$ cat config.mk
export PLATFORM = sky130hd
export DESIGN_NAME = par_printer_end_flat
export DESIGN_NICKNAME = d
export VERILOG_FILES = /design/src/design/par_port_pkg.sv /design/src/design/par_port_if.sv /design/src/design/par_printer_end.sv /design/src/flat_wrapper.sv
export VERILOG_INCLUDE_DIRS = /design/src /design/src/design
export SDC_FILE = /design/constraint.sdc
export NUM_CORES = 1
export LEC_CHECK = 0
export ABC_AREA = 1
export BUFFER_PORTS_ARGS = -buffer_cell sky130_fd_sc_hd__buf_4
export CAP_MARGIN = 15
export CORE_ASPECT_RATIO = 0.75
export CORE_MARGIN = 4
export CORE_UTILIZATION = 58
export DETAILED_ROUTE_END_ITERATION = 6
export PLACE_DENSITY = 0.88
export SYNTH_ARGS = -nofsm -noshare
export SYNTH_HDL_FRONTEND = slang
export SYNTH_SLANG_ARGS = --single-unit
$ cat constraint.sdc
create_clock -name clk -period 3.3 [get_ports clk]
set_input_delay 0.495 -clock clk [delete_from_list [all_inputs] [get_ports clk]]
set_output_delay 0.495 -clock clk [all_outputs]
set_load 0.005 [all_outputs]
$ cat src/design/par_port_params.svh
// timing and code constants for the parallel printer port
`ifndef PAR_PORT_PARAMS_SVH
`define PAR_PORT_PARAMS_SVH
`define CLK_MHZ 100
`define STROBE_MIN_NS 500
`define STROBE_MIN_CYC ((`STROBE_MIN_NS * `CLK_MHZ + 999) / 1000)
`define DATA_HOLD_NS 500
`define DATA_HOLD_CYC ((`DATA_HOLD_NS * `CLK_MHZ + 999) / 1000)
`define ACK_PULSE_NS 12000
`define ACK_PULSE_CYC ((`ACK_PULSE_NS * `CLK_MHZ) / 1000)
`define BUF_DEPTH 16
`define CHAR_CR 8'h0D
`define CHAR_ESC 8'h1B
`define CHAR_EIGHT 8'h38
`endif

$ cat src/design/par_port_pkg.sv
// types shared by both ends of the parallel printer port
package par_port_pkg;
    typedef logic [7:0] char_t;
    typedef enum logic [1:0] {
        DEV_IDLE = 2'b00,
        DEV_TAKE = 2'b01,
        DEV_ACK = 2'b10,
        DEV_PRINT = 2'b11
    } dev_state_e;
    typedef enum logic [1:0] {
        HST_IDLE = 2'b00,
        HST_STROBE = 2'b01,
        HST_WAIT = 2'b10
    } host_state_e;
endpackage

$ cat src/design/par_port_if.sv
// pin bundle between host and printer
`timescale 1ns/1ps
`default_nettype none
interface par_port_if;
    logic strobe_n;
    logic [7:0] data;
    logic char_accept_pulse;
    logic busy;
    logic paper_out_flag;
    logic selected_status_out;
    logic error_n;
    logic auto_line_advance_n;
    logic printer_init_n;
    logic select_request_in;
    modport printer (
        input strobe_n, data, auto_line_advance_n, printer_init_n,
        input select_request_in,
        output char_accept_pulse, busy, paper_out_flag,
        output selected_status_out, error_n
    );
    modport host (
        output strobe_n, data, auto_line_advance_n, printer_init_n,
        output select_request_in,
        input char_accept_pulse, busy, paper_out_flag,
        input selected_status_out, error_n
    );
endinterface
`default_nettype wire

$ cat src/design/par_printer_end.sv
// printer end of the parallel host port
// Operation
// - host strobe low at least 0.5 us
// - eight data lines, high is one
// - host holds data 0.5 us from strobe
// - acknowledge pulse about 12 us after character
// - host sends next only after acknowledge
// - busy high when no character accepted
// - busy during entry, print, offline, error
// - paper out output high when exhausted
// - auto line feed low feeds after print
// - init low resets and clears buffer
// - error low on paper end, offline, fault
// - paper end sensed only at line feed
// - escape eight masks paper end error
// - select in low selects, reported out
// - host never ignores acknowledge and busy
`include "par_port_params.svh"
`timescale 1ns/1ps
`default_nettype none
module par_printer_end (
    input wire logic clk,
    input wire logic sys_rst,
    par_port_if.printer port,
    input wire logic paper_sensor_empty,
    input wire logic hw_fault,
    input wire logic print_done,
    output logic print_start,
    output logic line_feed,
    output logic [7:0] char_out,
    output logic char_valid
);
    // ----------------------------------------------------------------
    // state
    // ----------------------------------------------------------------
    // transfer sequencing and received character
    par_port_pkg::dev_state_e state_ff;
    par_port_pkg::char_t data_ff;
    logic strobe_d_ff;
    logic [10:0] ack_cnt_ff;
    logic [4:0] fill_ff;

    // paper end, escape mask and select status
    logic paper_end_ff;
    logic pe_mask_ff;
    logic esc_seen_ff;
    logic selected_ff;

    // pending feed and mechanism side pulses
    logic feed_pend_ff;
    logic print_start_ff;
    logic line_feed_ff;
    logic char_valid_ff;

    // decoded conditions
    logic init_act;
    logic strobe_fall;
    logic offline;
    logic err_cond;
    logic flush;

    // ----------------------------------------------------------------
    // decoded conditions
    // ----------------------------------------------------------------
    // initialise line clears all but the strobe edge detector
    assign init_act = sys_rst || !port.printer_init_n;
    // falling strobe against the previous sample
    assign strobe_fall = strobe_d_ff && !port.strobe_n;
    // deselected counts as off line
    assign offline = !selected_ff;
    // any condition that refuses a new character
    assign err_cond = offline || hw_fault || paper_end_ff;
    // print on full buffer or carriage return
    assign flush = (fill_ff == 5'(`BUF_DEPTH - 1)) ||
                   (data_ff == `CHAR_CR);

    // ----------------------------------------------------------------
    // strobe edge detection
    // ----------------------------------------------------------------
    always_ff @(posedge clk) begin
        if (sys_rst) begin
            strobe_d_ff <= 1'b1;
        end else begin
            strobe_d_ff <= port.strobe_n;
        end
    end

    // ----------------------------------------------------------------
    // transfer sequencing
    // ----------------------------------------------------------------
    // one step per clock, acknowledge counted down in place
    always_ff @(posedge clk) begin
        if (init_act) begin
            state_ff <= par_port_pkg::DEV_IDLE;
            ack_cnt_ff <= '0;
            data_ff <= '0;
            char_valid_ff <= 1'b0;
            print_start_ff <= 1'b0;
            fill_ff <= '0;
        end else begin
            char_valid_ff <= 1'b0;
            print_start_ff <= 1'b0;
            case (state_ff)
                par_port_pkg::DEV_IDLE: begin
                    if (strobe_fall && !err_cond) begin
                        data_ff <= port.data;
                        state_ff <= par_port_pkg::DEV_TAKE;
                    end
                end
                par_port_pkg::DEV_TAKE: begin
                    char_valid_ff <= 1'b1;
                    ack_cnt_ff <= 11'(`ACK_PULSE_CYC);
                    if (flush) begin
                        fill_ff <= '0;
                        print_start_ff <= 1'b1;
                        state_ff <= par_port_pkg::DEV_PRINT;
                    end else begin
                        fill_ff <= fill_ff + 5'h1;
                        state_ff <= par_port_pkg::DEV_ACK;
                    end
                end
                par_port_pkg::DEV_PRINT: begin
                    if (print_done) begin
                        state_ff <= par_port_pkg::DEV_ACK;
                    end
                end
                par_port_pkg::DEV_ACK: begin
                    if (ack_cnt_ff == 11'h1) begin
                        state_ff <= par_port_pkg::DEV_IDLE;
                    end
                    ack_cnt_ff <= ack_cnt_ff - 11'h1;
                end
                default: state_ff <= par_port_pkg::DEV_IDLE;
            endcase
        end
    end

    // ----------------------------------------------------------------
    // line feed and paper end handling
    // ----------------------------------------------------------------
    always_ff @(posedge clk) begin
        if (init_act) begin
            feed_pend_ff <= 1'b0;
            line_feed_ff <= 1'b0;
            paper_end_ff <= 1'b0;
        end else begin
            line_feed_ff <= 1'b0;
            // feed after the print that the mechanism reports done
            if (feed_pend_ff && print_done) begin
                feed_pend_ff <= 1'b0;
                line_feed_ff <= 1'b1;
                paper_end_ff <= paper_sensor_empty;
            end
            // new request assigned last so it wins over the clear
            if (print_start_ff && !port.auto_line_advance_n) begin
                feed_pend_ff <= 1'b1;
            end
        end
    end

    // ----------------------------------------------------------------
    // escape and select status
    // ----------------------------------------------------------------
    // escape followed by eight sets the paper end mask
    always_ff @(posedge clk) begin
        if (init_act) begin
            esc_seen_ff <= 1'b0;
            pe_mask_ff <= 1'b0;
        end else if (char_valid_ff) begin
            esc_seen_ff <= (data_ff == `CHAR_ESC);
            if (esc_seen_ff && data_ff == `CHAR_EIGHT) begin
                pe_mask_ff <= 1'b1;
            end
        end
    end

    // select state follows select request when error free
    always_ff @(posedge clk) begin
        if (init_act) begin
            selected_ff <= 1'b0;
        end else if (!hw_fault && !paper_end_ff) begin
            selected_ff <= !port.select_request_in;
        end
    end

    // ----------------------------------------------------------------
    // pin outputs
    // ----------------------------------------------------------------
    // acknowledge stands for the whole count
    assign port.char_accept_pulse = (state_ff == par_port_pkg::DEV_ACK);
    assign port.busy = (state_ff != par_port_pkg::DEV_IDLE) || err_cond ||
                       !port.strobe_n;

    // status levels
    assign port.paper_out_flag = paper_end_ff;
    assign port.selected_status_out = selected_ff;
    assign port.error_n = !(offline || hw_fault ||
                            (paper_end_ff && !pe_mask_ff));

    // mechanism side outputs
    assign print_start = print_start_ff;
    assign line_feed = line_feed_ff;
    assign char_out = data_ff;
    assign char_valid = char_valid_ff;
endmodule
`default_nettype wire

$ cat src/flat_wrapper.sv
// flat-port wrapper written by rule: the top's interface ports become plain ports
module par_printer_end_flat 
  (clk, sys_rst, paper_sensor_empty, hw_fault, print_done, print_start, line_feed, char_out, char_valid, port_strobe_n, port_data, port_auto_line_advance_n, port_printer_init_n, port_select_request_in, port_char_accept_pulse, port_busy, port_paper_out_flag, port_selected_status_out, port_error_n);
  par_port_if port_i ();
  input wire logic clk;
  input wire logic sys_rst;
  input wire logic paper_sensor_empty;
  input wire logic hw_fault;
  input wire logic print_done;
  output logic print_start;
  output logic line_feed;
  output logic [7:0] char_out;
  output logic char_valid;
  input wire logic [$bits(port_i.strobe_n)-1:0] port_strobe_n;
  input wire logic [$bits(port_i.data)-1:0] port_data;
  input wire logic [$bits(port_i.auto_line_advance_n)-1:0] port_auto_line_advance_n;
  input wire logic [$bits(port_i.printer_init_n)-1:0] port_printer_init_n;
  input wire logic [$bits(port_i.select_request_in)-1:0] port_select_request_in;
  output wire logic [$bits(port_i.char_accept_pulse)-1:0] port_char_accept_pulse;
  output wire logic [$bits(port_i.busy)-1:0] port_busy;
  output wire logic [$bits(port_i.paper_out_flag)-1:0] port_paper_out_flag;
  output wire logic [$bits(port_i.selected_status_out)-1:0] port_selected_status_out;
  output wire logic [$bits(port_i.error_n)-1:0] port_error_n;
  assign port_i.strobe_n = port_strobe_n;
  assign port_i.data = port_data;
  assign port_i.auto_line_advance_n = port_auto_line_advance_n;
  assign port_i.printer_init_n = port_printer_init_n;
  assign port_i.select_request_in = port_select_request_in;
  assign port_char_accept_pulse = port_i.char_accept_pulse;
  assign port_busy = port_i.busy;
  assign port_paper_out_flag = port_i.paper_out_flag;
  assign port_selected_status_out = port_i.selected_status_out;
  assign port_error_n = port_i.error_n;
  par_printer_end u_core (.clk(clk), .sys_rst(sys_rst), .port(port_i), .paper_sensor_empty(paper_sensor_empty), .hw_fault(hw_fault), .print_done(print_done), .print_start(print_start), .line_feed(line_feed), .char_out(char_out), .char_valid(char_valid));
endmodule
==> results.json, run 1 <==
{
  "cts.sinks": 35,
  "rr_worst_depth": 8,
  "maxCapViolCount": 0,
  "grt_max_degree": 15,
  "antenna_found_initial": 0,
  "yosysWarnings": 0,
  "dr.pass1.iters": 4,
  "syn_inst": 228,
  "clk_path_buf_depth": 2,
  "h-tree-depth": 2,
  "grt_pass1_vias": 1346,
  "ir_drop_mv": 0.3013,
  "rows": 16,
  "max-slew-margin-rel_pct": 71.04,
  "end_kind": "primary output",
  "r2r-end": "u_core.ack_cnt_ff[8]",
  "num_antenna_cells": 0,
  "layoutNonFillerInstCount": 301,
  "clock-root-buffer": "clkbuf_8",
  "core-area_mm2": 0.002683,
  "synth_nets": 253,
  "port_buffers": 32,
  "cts_setup_buffers": 0,
  "die_w_um": 69.90,
  "cts_tree": "done",
  "die_y_um": 54.43,
  "mostFrequentLayoutCells": "nand2_1, nor2_1, inv_1, dfxtp_1, buf_4",
  "cts_hold_buffers": 0,
  "avgViaCountPerCell": 4.947,
  "cts_buffers": 5,
  "grt.total_usage_pct": 21.00,
  "grt_pass1_wl_um": 6058,
  "setup_tns_ns": 0,
  "wl_um": 3553,
  "worstPathMaxFanout": 4,
  "syn_area_per_cell_um2": 7.310,
  "syn_area_mm2": 0.001667,
  "slew_violations": 0,
  "fin_crit_ns": 1.736,
  "layout-drive-gt1-share_pct": 20.75,
  "p_leak_uw": 0.0008795,
  "place_hpwl_um": 2768,
  "ctsResizeCount": 0,
  "fmaxAchievable_mhz": 576.0,
  "ys_ff_latch": 35,
  "fillCellCount": 221,
  "power_density_mw_per_mm2": 397.8,
  "critical_path_required_ns": 2.80,
  "grt_overflow_total": 0,
  "critPathLaunch": "u_core.port.selected_status_out",
  "finalCritPeriodShare_pct": 52.61,
  "r2r_start": "u_core.state_ff[1]",
  "io_pins": 33,
  "crit_type": "reg2out",
  "crit_arrival_ns": 1.24,
  "hold_class": "in2reg",
  "yosysUniqueCellTypes": 27,
  "drc": 0,
  "setup_viol": 0,
  "area_delta_synth_final_pct": 20.80,
  "endpoint": "port_busy",
  "skew_ns": 0.007304,
  "clock_latency_ns": 0.29,
  "worst_slew_pin_slew_ns": 0.4334,
  "wire_per_inst_um": 11.80,
  "ant_nets": 0,
  "rsz0062_at_grt": "false",
  "vias": 1489,
  "start_util_pct": 62.13,
  "ff2ff_setup_slack_ns": 1.65,
  "cts.reportedPaths.clkPinSlew_ns": 0.07,
  "hold_violations": 0,
  "die_area_mm2": 0.003804,
  "gp_congestion": 0.9014,
  "dp_cells": 293,
  "drtIter0Drc": 134,
  "startpoint_type": "flip-flop",
  "finish.net_count": 289,
  "layout_commonest_cell": "nand2_1",
  "status": "completed",
  "synth_seq_area_share_pct": 42.04
}
-- kinds of logic (layout without fill, tap and decap cells) --
kind of cell | after synthesis | count (layout) | share of synthesized area, %
and+or+nand+nor | 106 | 106 | 29.35
xor gates and xnor gates | 1 | 1 | 0.5256
buffers and inverters | 40 | 77 | 9.534
DFF | 35 | 35 | 42.04
AOI/OAI and AO/OA | 38 | 38 | 12.54
adders and majority gates | 8 | 8 | 6.006
-- per-stage QoR --
step                      power (µW)  worst slack (ns)  area, µm²  util (%)  hold WS, ns
final                          800.9             1.564       2013     75.05       0.3670
after global routing           835.0             1.518       2013     75.05       0.3869
after CTS                      806.8             1.548       2013     75.05       0.3645
after detailed placement       511.9             1.597       1932     72.01       0.4579
after global placement         511.0             1.646       1932     72.01       0.4569
after floorplan                484.3             1.860       1667         -       0.4227
-- power breakdown --
group / switching (µW) / leakage, µW / internal (µW)
combinational: 39.8 / 0.000555 / 30.6
clock: 150 / 0.0000422 / 148
sequential: 4.60 / 0.000283 / 428
-- registers in the layout, indices dropped and copies added, names as in the netlist --
signal	cells
u_core.pe_mask_ff	1
u_core.esc_seen_ff	1
u_core.ack_cnt_ff	11
u_core.line_feed	1
u_core.state_ff	2
u_core.feed_pend_ff	1
u_core.strobe_d_ff	1
u_core.char_valid	1
u_core.port.paper_out_flag	1
u_core.print_start	1
u_core.port.selected_status_out	1
u_core.fill_ff	5
u_core.char_out	8
-- final cells by class --
class | instances | area (µm²) | share of cell area (%)
clock buffers | 7 | 76.32 | 3.791
well taps | 36 | 45.04 | 2.237
repair buffers | 32 | 240.2 | 11.93
flip-flops and latches | 35 | 700.7 | 34.80
clock inverters | 1 | 5.005 | 0.2486
inverters | 37 | 138.9 | 6.899
multi-input cells | 153 | 807.0 | 40.09
-- worst min-delay path by stage --
stage	startpoint	endpoint	slack, ns	depth (start not counted)
floorplan	u_core.ack_cnt_ff[9]	u_core.ack_cnt_ff[9]	0.42	1
global placement	u_core.fill_ff[4]	u_core.fill_ff[4]	0.46	2
detailed placement	u_core.pe_mask_ff	u_core.pe_mask_ff	0.46	2
CTS	port_select_request_in	u_core.port.selected_status_out	0.36	2
global route	sys_rst	u_core.strobe_d_ff	0.39	2
finish	port_select_request_in	u_core.port.selected_status_out	0.37	2
-- worst max-delay path, cell delays in order, from the launching register on --
cell and delay [ns]:
dfxtp_1 0.39, inv_1 0.07, nor3_1 0.20, nand3_1 0.12, buf_4 0.16
-- Yosys cell counts, drive strengths merged --
cell     n  area share, %
nand2   42            9.9
nor2    41             11
inv     37            8.3
dfxtp   35             42
a21oi   21            6.3
o21ai   12            4.1
nand3   10            3.6
ha       8            6.0
nor3     6            1.8
a211oi   2           0.90
buf      2           0.98
nand3b   2           0.90
nand4    2           0.75
or2      2           0.75
a31oi    1           0.38
clkbuf   1           0.23
nor3b    1           0.75
o21a     1           0.45
o21bai   1           0.45
xnor2    1           0.53
-- layer usage --
layer	part of all wire (%)	global-route usage [%]	up-vias	routed length, µm
li1	-	-	796	-
met1	50	26.73	646	1763
met2	42	32.60	40	1502
met5	0	0	-	0
met4	2.0	10.51	0	70
met3	6.1	6.789	7	217
Note: power is estimated with default switching activity, not from simulation.
==> run 2, diff against run 1 <==
--- a/config.mk
+++ b/config.mk
@@ -6,14 +6,14 @@
 export SDC_FILE = /design/constraint.sdc
 export NUM_CORES = 1
 export LEC_CHECK = 0
-export ABC_AREA = 1
+export ABC_AREA = 0
 export BUFFER_PORTS_ARGS = -buffer_cell sky130_fd_sc_hd__buf_4
 export CAP_MARGIN = 15
 export CORE_ASPECT_RATIO = 0.75
 export CORE_MARGIN = 4
-export CORE_UTILIZATION = 58
+export CORE_UTILIZATION = 53
 export DETAILED_ROUTE_END_ITERATION = 6
-export PLACE_DENSITY = 0.88
+export PLACE_DENSITY = 0.83
 export SYNTH_ARGS = -nofsm -noshare
 export SYNTH_HDL_FRONTEND = slang
 export SYNTH_SLANG_ARGS = --single-unit
==> constraint.sdc (replaced) <==
create_clock -name clk -period 1.7 [get_ports clk]
set_input_delay 0.255 -clock clk [delete_from_list [all_inputs] [get_ports clk]]
set_output_delay 0.255 -clock clk [all_outputs]
set_load 0.005 [all_outputs]
==> results.json, run 2 <==
{
  "p_leak_uw": 0.0009186,
  "grt_max_degree": 22,
  "yosys.area.top_type": "dfxtp_1",
  "hold_slack_ns": 0.1553,
  "setup_viol": 2,
  "port_buffers": 32,
  "grt_overflow_total": 0,
  "worst_slew_pin_slew_ns": 0.5695,
  "fin_crit_ns": 1.879,
  "synth_nets": 196,
  "hold_class": "in2reg",
  "fmaxAchievable_mhz": 532.2,
  "power_density_mw_per_mm2": 729.3,
  "antenna_found_initial": 0,
  "syn_inst": 171,
  "r2r_start": "u_core.ack_cnt_ff[8]",
  "rr_worst_depth": 4,
  "yosysUniqueCellTypes": 30,
  "end_kind": "flip-flop",
  "layout-drive-gt1-share_pct": 29.15,
  "cts_setup_buffers": 0,
  "setup_ws_ns": -0.1791,
  "cts.sinks": 35,
  "wl_um": 3863,
  "critical_path_required_ns": 1.87,
  "clk_path_buf_depth": 2,
  "syn_area_mm2": 0.001554,
  "async_reset_ff_share_pct": 0,
  "max-slew-margin-rel_pct": 61.95,
  "wire_per_inst_um": 14.92,
  "utilization_pct": 76.81,
  "syn_area_per_cell_um2": 9.088,
  "grt.total_usage_pct": 22.29,
  "startpoint_type": "flip-flop",
  "drtIter0Drc": 69,
  "avgViaCountPerCell": 5.413,
  "synth_top_family_by_area": "simple AND/OR/NAND/NOR gates",
  "synth_top_area_share_pct": 45.09,
  "die_y_um": 54.90,
  "cts_hold_buffers": 0,
  "failed_checks": "negative setup slack",
  "status": "finished with violations",
  "ant_nets": 0,
  "die_area_mm2": 0.003871,
  "synth_compound_area_share_pct": 7.166,
  "crit_type": "reg2reg",
  "r2r-end": "u_core.state_ff[0]",
  "dp_cells": 252,
  "dr.pass1.iters": 4,
  "ir_drop_mv": 0.6115,
  "yosysMostFrequentCell": "dfxtp_1",
  "grt_pass1_wl_um": 6582,
  "clock-root-buffer": "clkbuf_8",
  "synth-simple-area-share_pct": 24.80,
  "layout_commonest_cell": "buf_4",
  "synth_fa_ha_area_share_pct": 6.441,
  "ys_ff_latch": 35,
  "hp-start": "port_select_request_in",
  "cts.reportedPaths.clkPinSlew_ns": 0.07,
  "drc": 0,
  "synth_mux_area_share_pct": 7.085,
  "rsz0062_at_grt": "true",
  "cts_tree": "done",
  "largest_register": "u_core.ack_cnt_ff",
  "clock_latency_ns": 0.28,
  "largest_register_ffs": 11,
  "finish.net_count": 248,
  "grt_pass1_vias": 1434,
  "synthFlopType": "dfxtp_1",
  "yosysWarnings": 0,
  "synth_seq_area_share_pct": 45.09,
  "ff2ff_setup_slack_ns": -0.18,
  "synth-xor-area-share_pct": 6.763,
  "mostFrequentLayoutCells": "buf_4, dfxtp_1, nor2_1, mux2i_1",
  "setup_tns_ns": -0.3534,
  "slew_violations": 0,
  "whs_path_depth": 2,
  "hold_violations": 0,
  "min_delay_worst_endpoint": "u_core.port.selected_status_out",
  "layoutNonFillerInstCount": 259,
  "finalCritPeriodShare_pct": 110.5,
  "die_w_um": 70.53,
  "worstPathMaxFanout": 2,
  "skew_ns": 0.004254,
  "h-tree-depth": 2,
  "crit_arrival_ns": 2.05,
  "io_pins": 33,
  "cts_buffers": 5,
  "vias": 1402,
  "dp_worst_setup_slack_ns": -0.1710,
  "synthTopCellsByCount": "dfxtp_1, nor2_1, mux2i_1",
  "ys_top_cells_by_area": "dfxtp_1, nor2_1, mux2i_1",
  "area_delta_synth_final_pct": 33.57,
  "place_hpwl_um": 2948,
  "start_util_pct": 57.50,
  "synth_edf_count": 0,
  "rows": 16,
  "maxCapViolCount": 0,
  "num_antenna_cells": 0,
  "core-area_mm2": 0.002703,
  "gp_congestion": 0.9610
}
==> run 2: changes by cell type after synthesis, moves of 6 or more <==
| cell | change |
|---|---|
| a21oi_1 | -14 |
| nand2_1 | -30 |
| o21ai_0 | -9 |
| nor2b_1 | +6 |
| mux2i_1 | +11 |
| xor2_1 | +6 |
| nor2_1 | -6 |
| inv_1 | -27 |
==> run 2: what timing repair did <==
item | in CTS | in global routing
pin swaps | 1 | 0
endpoints found under the setup margin | 6 | 7
gates resized for setup | 4 | 4
==> run 2: worst max-delay path by stage <==
stage | start | end | cells past startpoint
floorplan | u_core.ack_cnt_ff[8] | u_core.state_ff[0] | 4
global placement | u_core.ack_cnt_ff[8] | u_core.state_ff[0] | 4
detailed placement | u_core.ack_cnt_ff[8] | u_core.state_ff[0] | 4
CTS | u_core.ack_cnt_ff[8] | u_core.state_ff[0] | 4
global route | u_core.ack_cnt_ff[8] | u_core.state_ff[0] | 4
finish | u_core.ack_cnt_ff[8] | u_core.state_ff[0] | 4
==> run 2: metrics by stage <==
stage	instance area [µm²]	power, µW
final	2076	1514
after detailed placement	1954	935.4
after CTS	2059	1522
after global routing	2076	1568
after global placement	1954	930.4
after floorplan	1560	882.8
==> run 2: critical path, stage by stage, from the launching register on <==
cell and delay [ns]:
dfxtp_2 0.33, or4_4 0.54, or4_4 0.42, a221o_1 0.35
mux2i_1 0.14
==> run 2: cell families after synthesis <==
family | Yosys count
compound gates | 17
xor+xnor | 12
fa+ha+maj | 8
buf+inv | 11
flops | 35
mux | 11
simple gates | 77
==> run 2: power by group <==
group	internal [µW]	total, µW	switching (µW)
clock	317	593	276
combinational	49.5	91.9	42.4
sequential	825	829	3.76
total	1190	1510	322
==> run 2: final cells by class <==
| class | instances | area [µm²] |
|---|---|---|
| Timing Repair Buffer | 48 | 360.3 |
| Clock inverter | 1 | 5.005 |
| Multi-Input combinational cell | 125 | 849.6 |
| Inverter | 8 | 30.03 |
| Clock buffer | 6 | 82.58 |
| Sequential cell | 35 | 703.2 |
| Fill cell | 175 | 626.9 |
| Tap cell | 36 | 45.04 |
==> run 2: routing by layer <==
layer / up-vias / routed length (µm) / GRT usage (%)
li1: 688 / - / -
met4: 0 / 57 / 10.51
met5: - / 0 / 0
met3: 6 / 201 / 6.137
met2: 35 / 1913 / 40.37
met1: 673 / 1691 / 25.19
==> run 3, diff against run 2 <==
--- a/config.mk
+++ b/config.mk
@@ -10,10 +10,11 @@
 export BUFFER_PORTS_ARGS = -buffer_cell sky130_fd_sc_hd__buf_4
 export CAP_MARGIN = 15
 export CORE_ASPECT_RATIO = 0.75
-export CORE_MARGIN = 4
+export CORE_MARGIN = 3
 export CORE_UTILIZATION = 53
 export DETAILED_ROUTE_END_ITERATION = 6
 export PLACE_DENSITY = 0.83
+export SKIP_LAST_GASP = 1
 export SYNTH_ARGS = -nofsm -noshare
 export SYNTH_HDL_FRONTEND = slang
 export SYNTH_SLANG_ARGS = --single-unit
==> results.json, run 3 (synthesized netlist as in run 2, its figures left out) <==
{
  "ant_nets": 0,
  "layoutNonFillerInstCount": 257,
  "die_y_um": 52.90,
  "area_delta_synth_final_pct": 31.64,
  "dr.pass1.iters": 4,
  "grt_max_degree": 13,
  "hold_violations": 0,
  "failed_checks": "negative setup slack",
  "cts.sinks": 35,
  "die_area_mm2": 0.003625,
  "min_delay_worst_endpoint": "u_core.port.selected_status_out",
  "placed_area_mm2": 0.001947,
  "rr_worst_depth": 4,
  "power_density_mw_per_mm2": 715.5,
  "ff2ff_setup_slack_ns": -0.19,
  "drc": 0,
  "fmaxAchievable_mhz": 530.5,
  "r2r_start": "u_core.ack_cnt_ff[8]",
  "multi_input_area_um2": 842.1,
  "final_area_mm2": 0.002046,
  "grt_pass1_wl_um": 6644,
  "port_buffers": 32,
  "crit_arrival_ns": 2.06,
  "rows": 16,
  "layout-drive-gt1-share_pct": 28.05,
  "grt.total_usage_pct": 25.86,
  "cts.reportedPaths.clkPinSlew_ns": 0.06,
  "skew_ns": 0.002792,
  "die_w_um": 68.53,
  "antenna_found_initial": 0,
  "ir_drop_mv": 0.5750,
  "r2r-end": "u_core.state_ff[0]",
  "setup_viol": 2,
  "end_kind": "flip-flop",
  "cts_buffers": 5,
  "io_pins": 33,
  "grt_pass1_vias": 1418,
  "grt_overflow_total": 0,
  "num_antenna_cells": 0,
  "wl_um": 3932,
  "drtIter0Drc": 64,
  "core-area_mm2": 0.002703,
  "vias": 1386,
  "finish.net_count": 247,
  "p_leak_uw": 0.0009076,
  "maxCapViolCount": 0,
  "hp-start": "port_select_request_in",
  "slew_violations": 0,
  "power.total_uw": 1464,
  "mostFrequentLayoutCells": "buf_4, dfxtp_1, nor2_1, mux2i_1",
  "whs_path_depth": 2,
  "finalCritPeriodShare_pct": 110.9,
  "cts_tree": "done",
  "clock-root-buffer": "clkbuf_8",
  "cts_hold_buffers": 0,
  "max-slew-margin-rel_pct": 68.76,
  "regArea_um2": 703.2,
  "avgViaCountPerCell": 5.393,
  "startpoint_type": "flip-flop",
  "clk_path_buf_depth": 2,
  "wire_per_inst_um": 15.30,
  "worst_slew_pin_slew_ns": 0.4676,
  "setup_ws_ns": -0.1850,
  "h-tree-depth": 2,
  "hold_class": "in2reg",
  "worstPathMaxFanout": 2,
  "largest_register": "u_core.ack_cnt_ff",
  "crit_type": "reg2reg",
  "gp_congestion": 0.7839,
  "status": "finished with violations",
  "dp_cells": 251,
  "clock_latency_ns": 0.29,
  "largest_register_ffs": 11,
  "critical_path_required_ns": 1.87,
  "fillCellCount": 193,
  "rsz0062_at_grt": "true",
  "start_util_pct": 57.50,
  "place_hpwl_um": 2868,
  "fin_crit_ns": 1.885,
  "layout_commonest_cell": "buf_4"
}
## run 3: stage by stage
step | hold WS, ns | setup TNS, ns | util [%] | worst slack, ns
3_3_place_gp | 0.4374 | -0.2655 | 72.04 | -0.1329
3_5_place_dp | 0.4551 | -0.3798 | 72.04 | -0.1923
5_1_grt | 0.1511 | -0.5787 | 75.69 | -0.2166
4_1_cts | 0.1475 | -0.3365 | 75.05 | -0.1712
6_report | 0.1568 | -0.3659 | 75.69 | -0.1850
2_1_floorplan | 0.3496 | -0.2439 | - | -0.1219
## run 3: worst max-delay path: stages (launching register included)
cell	delay [ns]
dfxtp_2	0.32
or4_4	0.53
or4_4	0.43
a221o_1	0.35
mux2i_1	0.14
## run 3: worst max path at each step
stage                    startpoint                  to  slack [ns]
5_1_grt        u_core.ack_cnt_ff[8]  u_core.state_ff[1]       -0.22
3_3_place_gp   u_core.ack_cnt_ff[8]  u_core.state_ff[0]       -0.13
2_1_floorplan  u_core.ack_cnt_ff[8]  u_core.state_ff[0]       -0.12
6_report       u_core.ack_cnt_ff[8]  u_core.state_ff[0]       -0.19
4_1_cts        u_core.ack_cnt_ff[8]  u_core.state_ff[0]       -0.17
3_5_place_dp   u_core.ack_cnt_ff[8]  u_core.state_ff[0]       -0.19
## run 3: metal layers
metal,global-route usage (%),wire (µm),up-vias
met2,43.90,1986,37
met4,14.52,89,0
met3,6.157,207,11
met1,29.50,1649,652
met5,0,0,-
li1,-,-,686
## run 3: power by group
| group | leakage (µW) | internal, µW | switching [µW] |
|---|---|---|---|
| registers | 0.000283 | 825 | 4.03 |
| logic | 0.000587 | 47.4 | 42.1 |
| clock network | 0.0000371 | 272 | 273 |
## run 3: what timing repair did
action,CTS,global route
buffers inserted,0,0
pin swaps,1,0
resized for setup,3,5
endpoints found under the setup margin,2,13
## run 3: final cells by class
| class | count | share of cell area [%] |
|---|---|---|
| repair buffers | 47 | 17.25 |
| inverters | 8 | 1.468 |
| clock buffers | 6 | 3.547 |
| flip-flops and latches | 35 | 34.37 |
| well taps | 36 | 2.202 |
| multi-input cells | 125 | 41.16 |
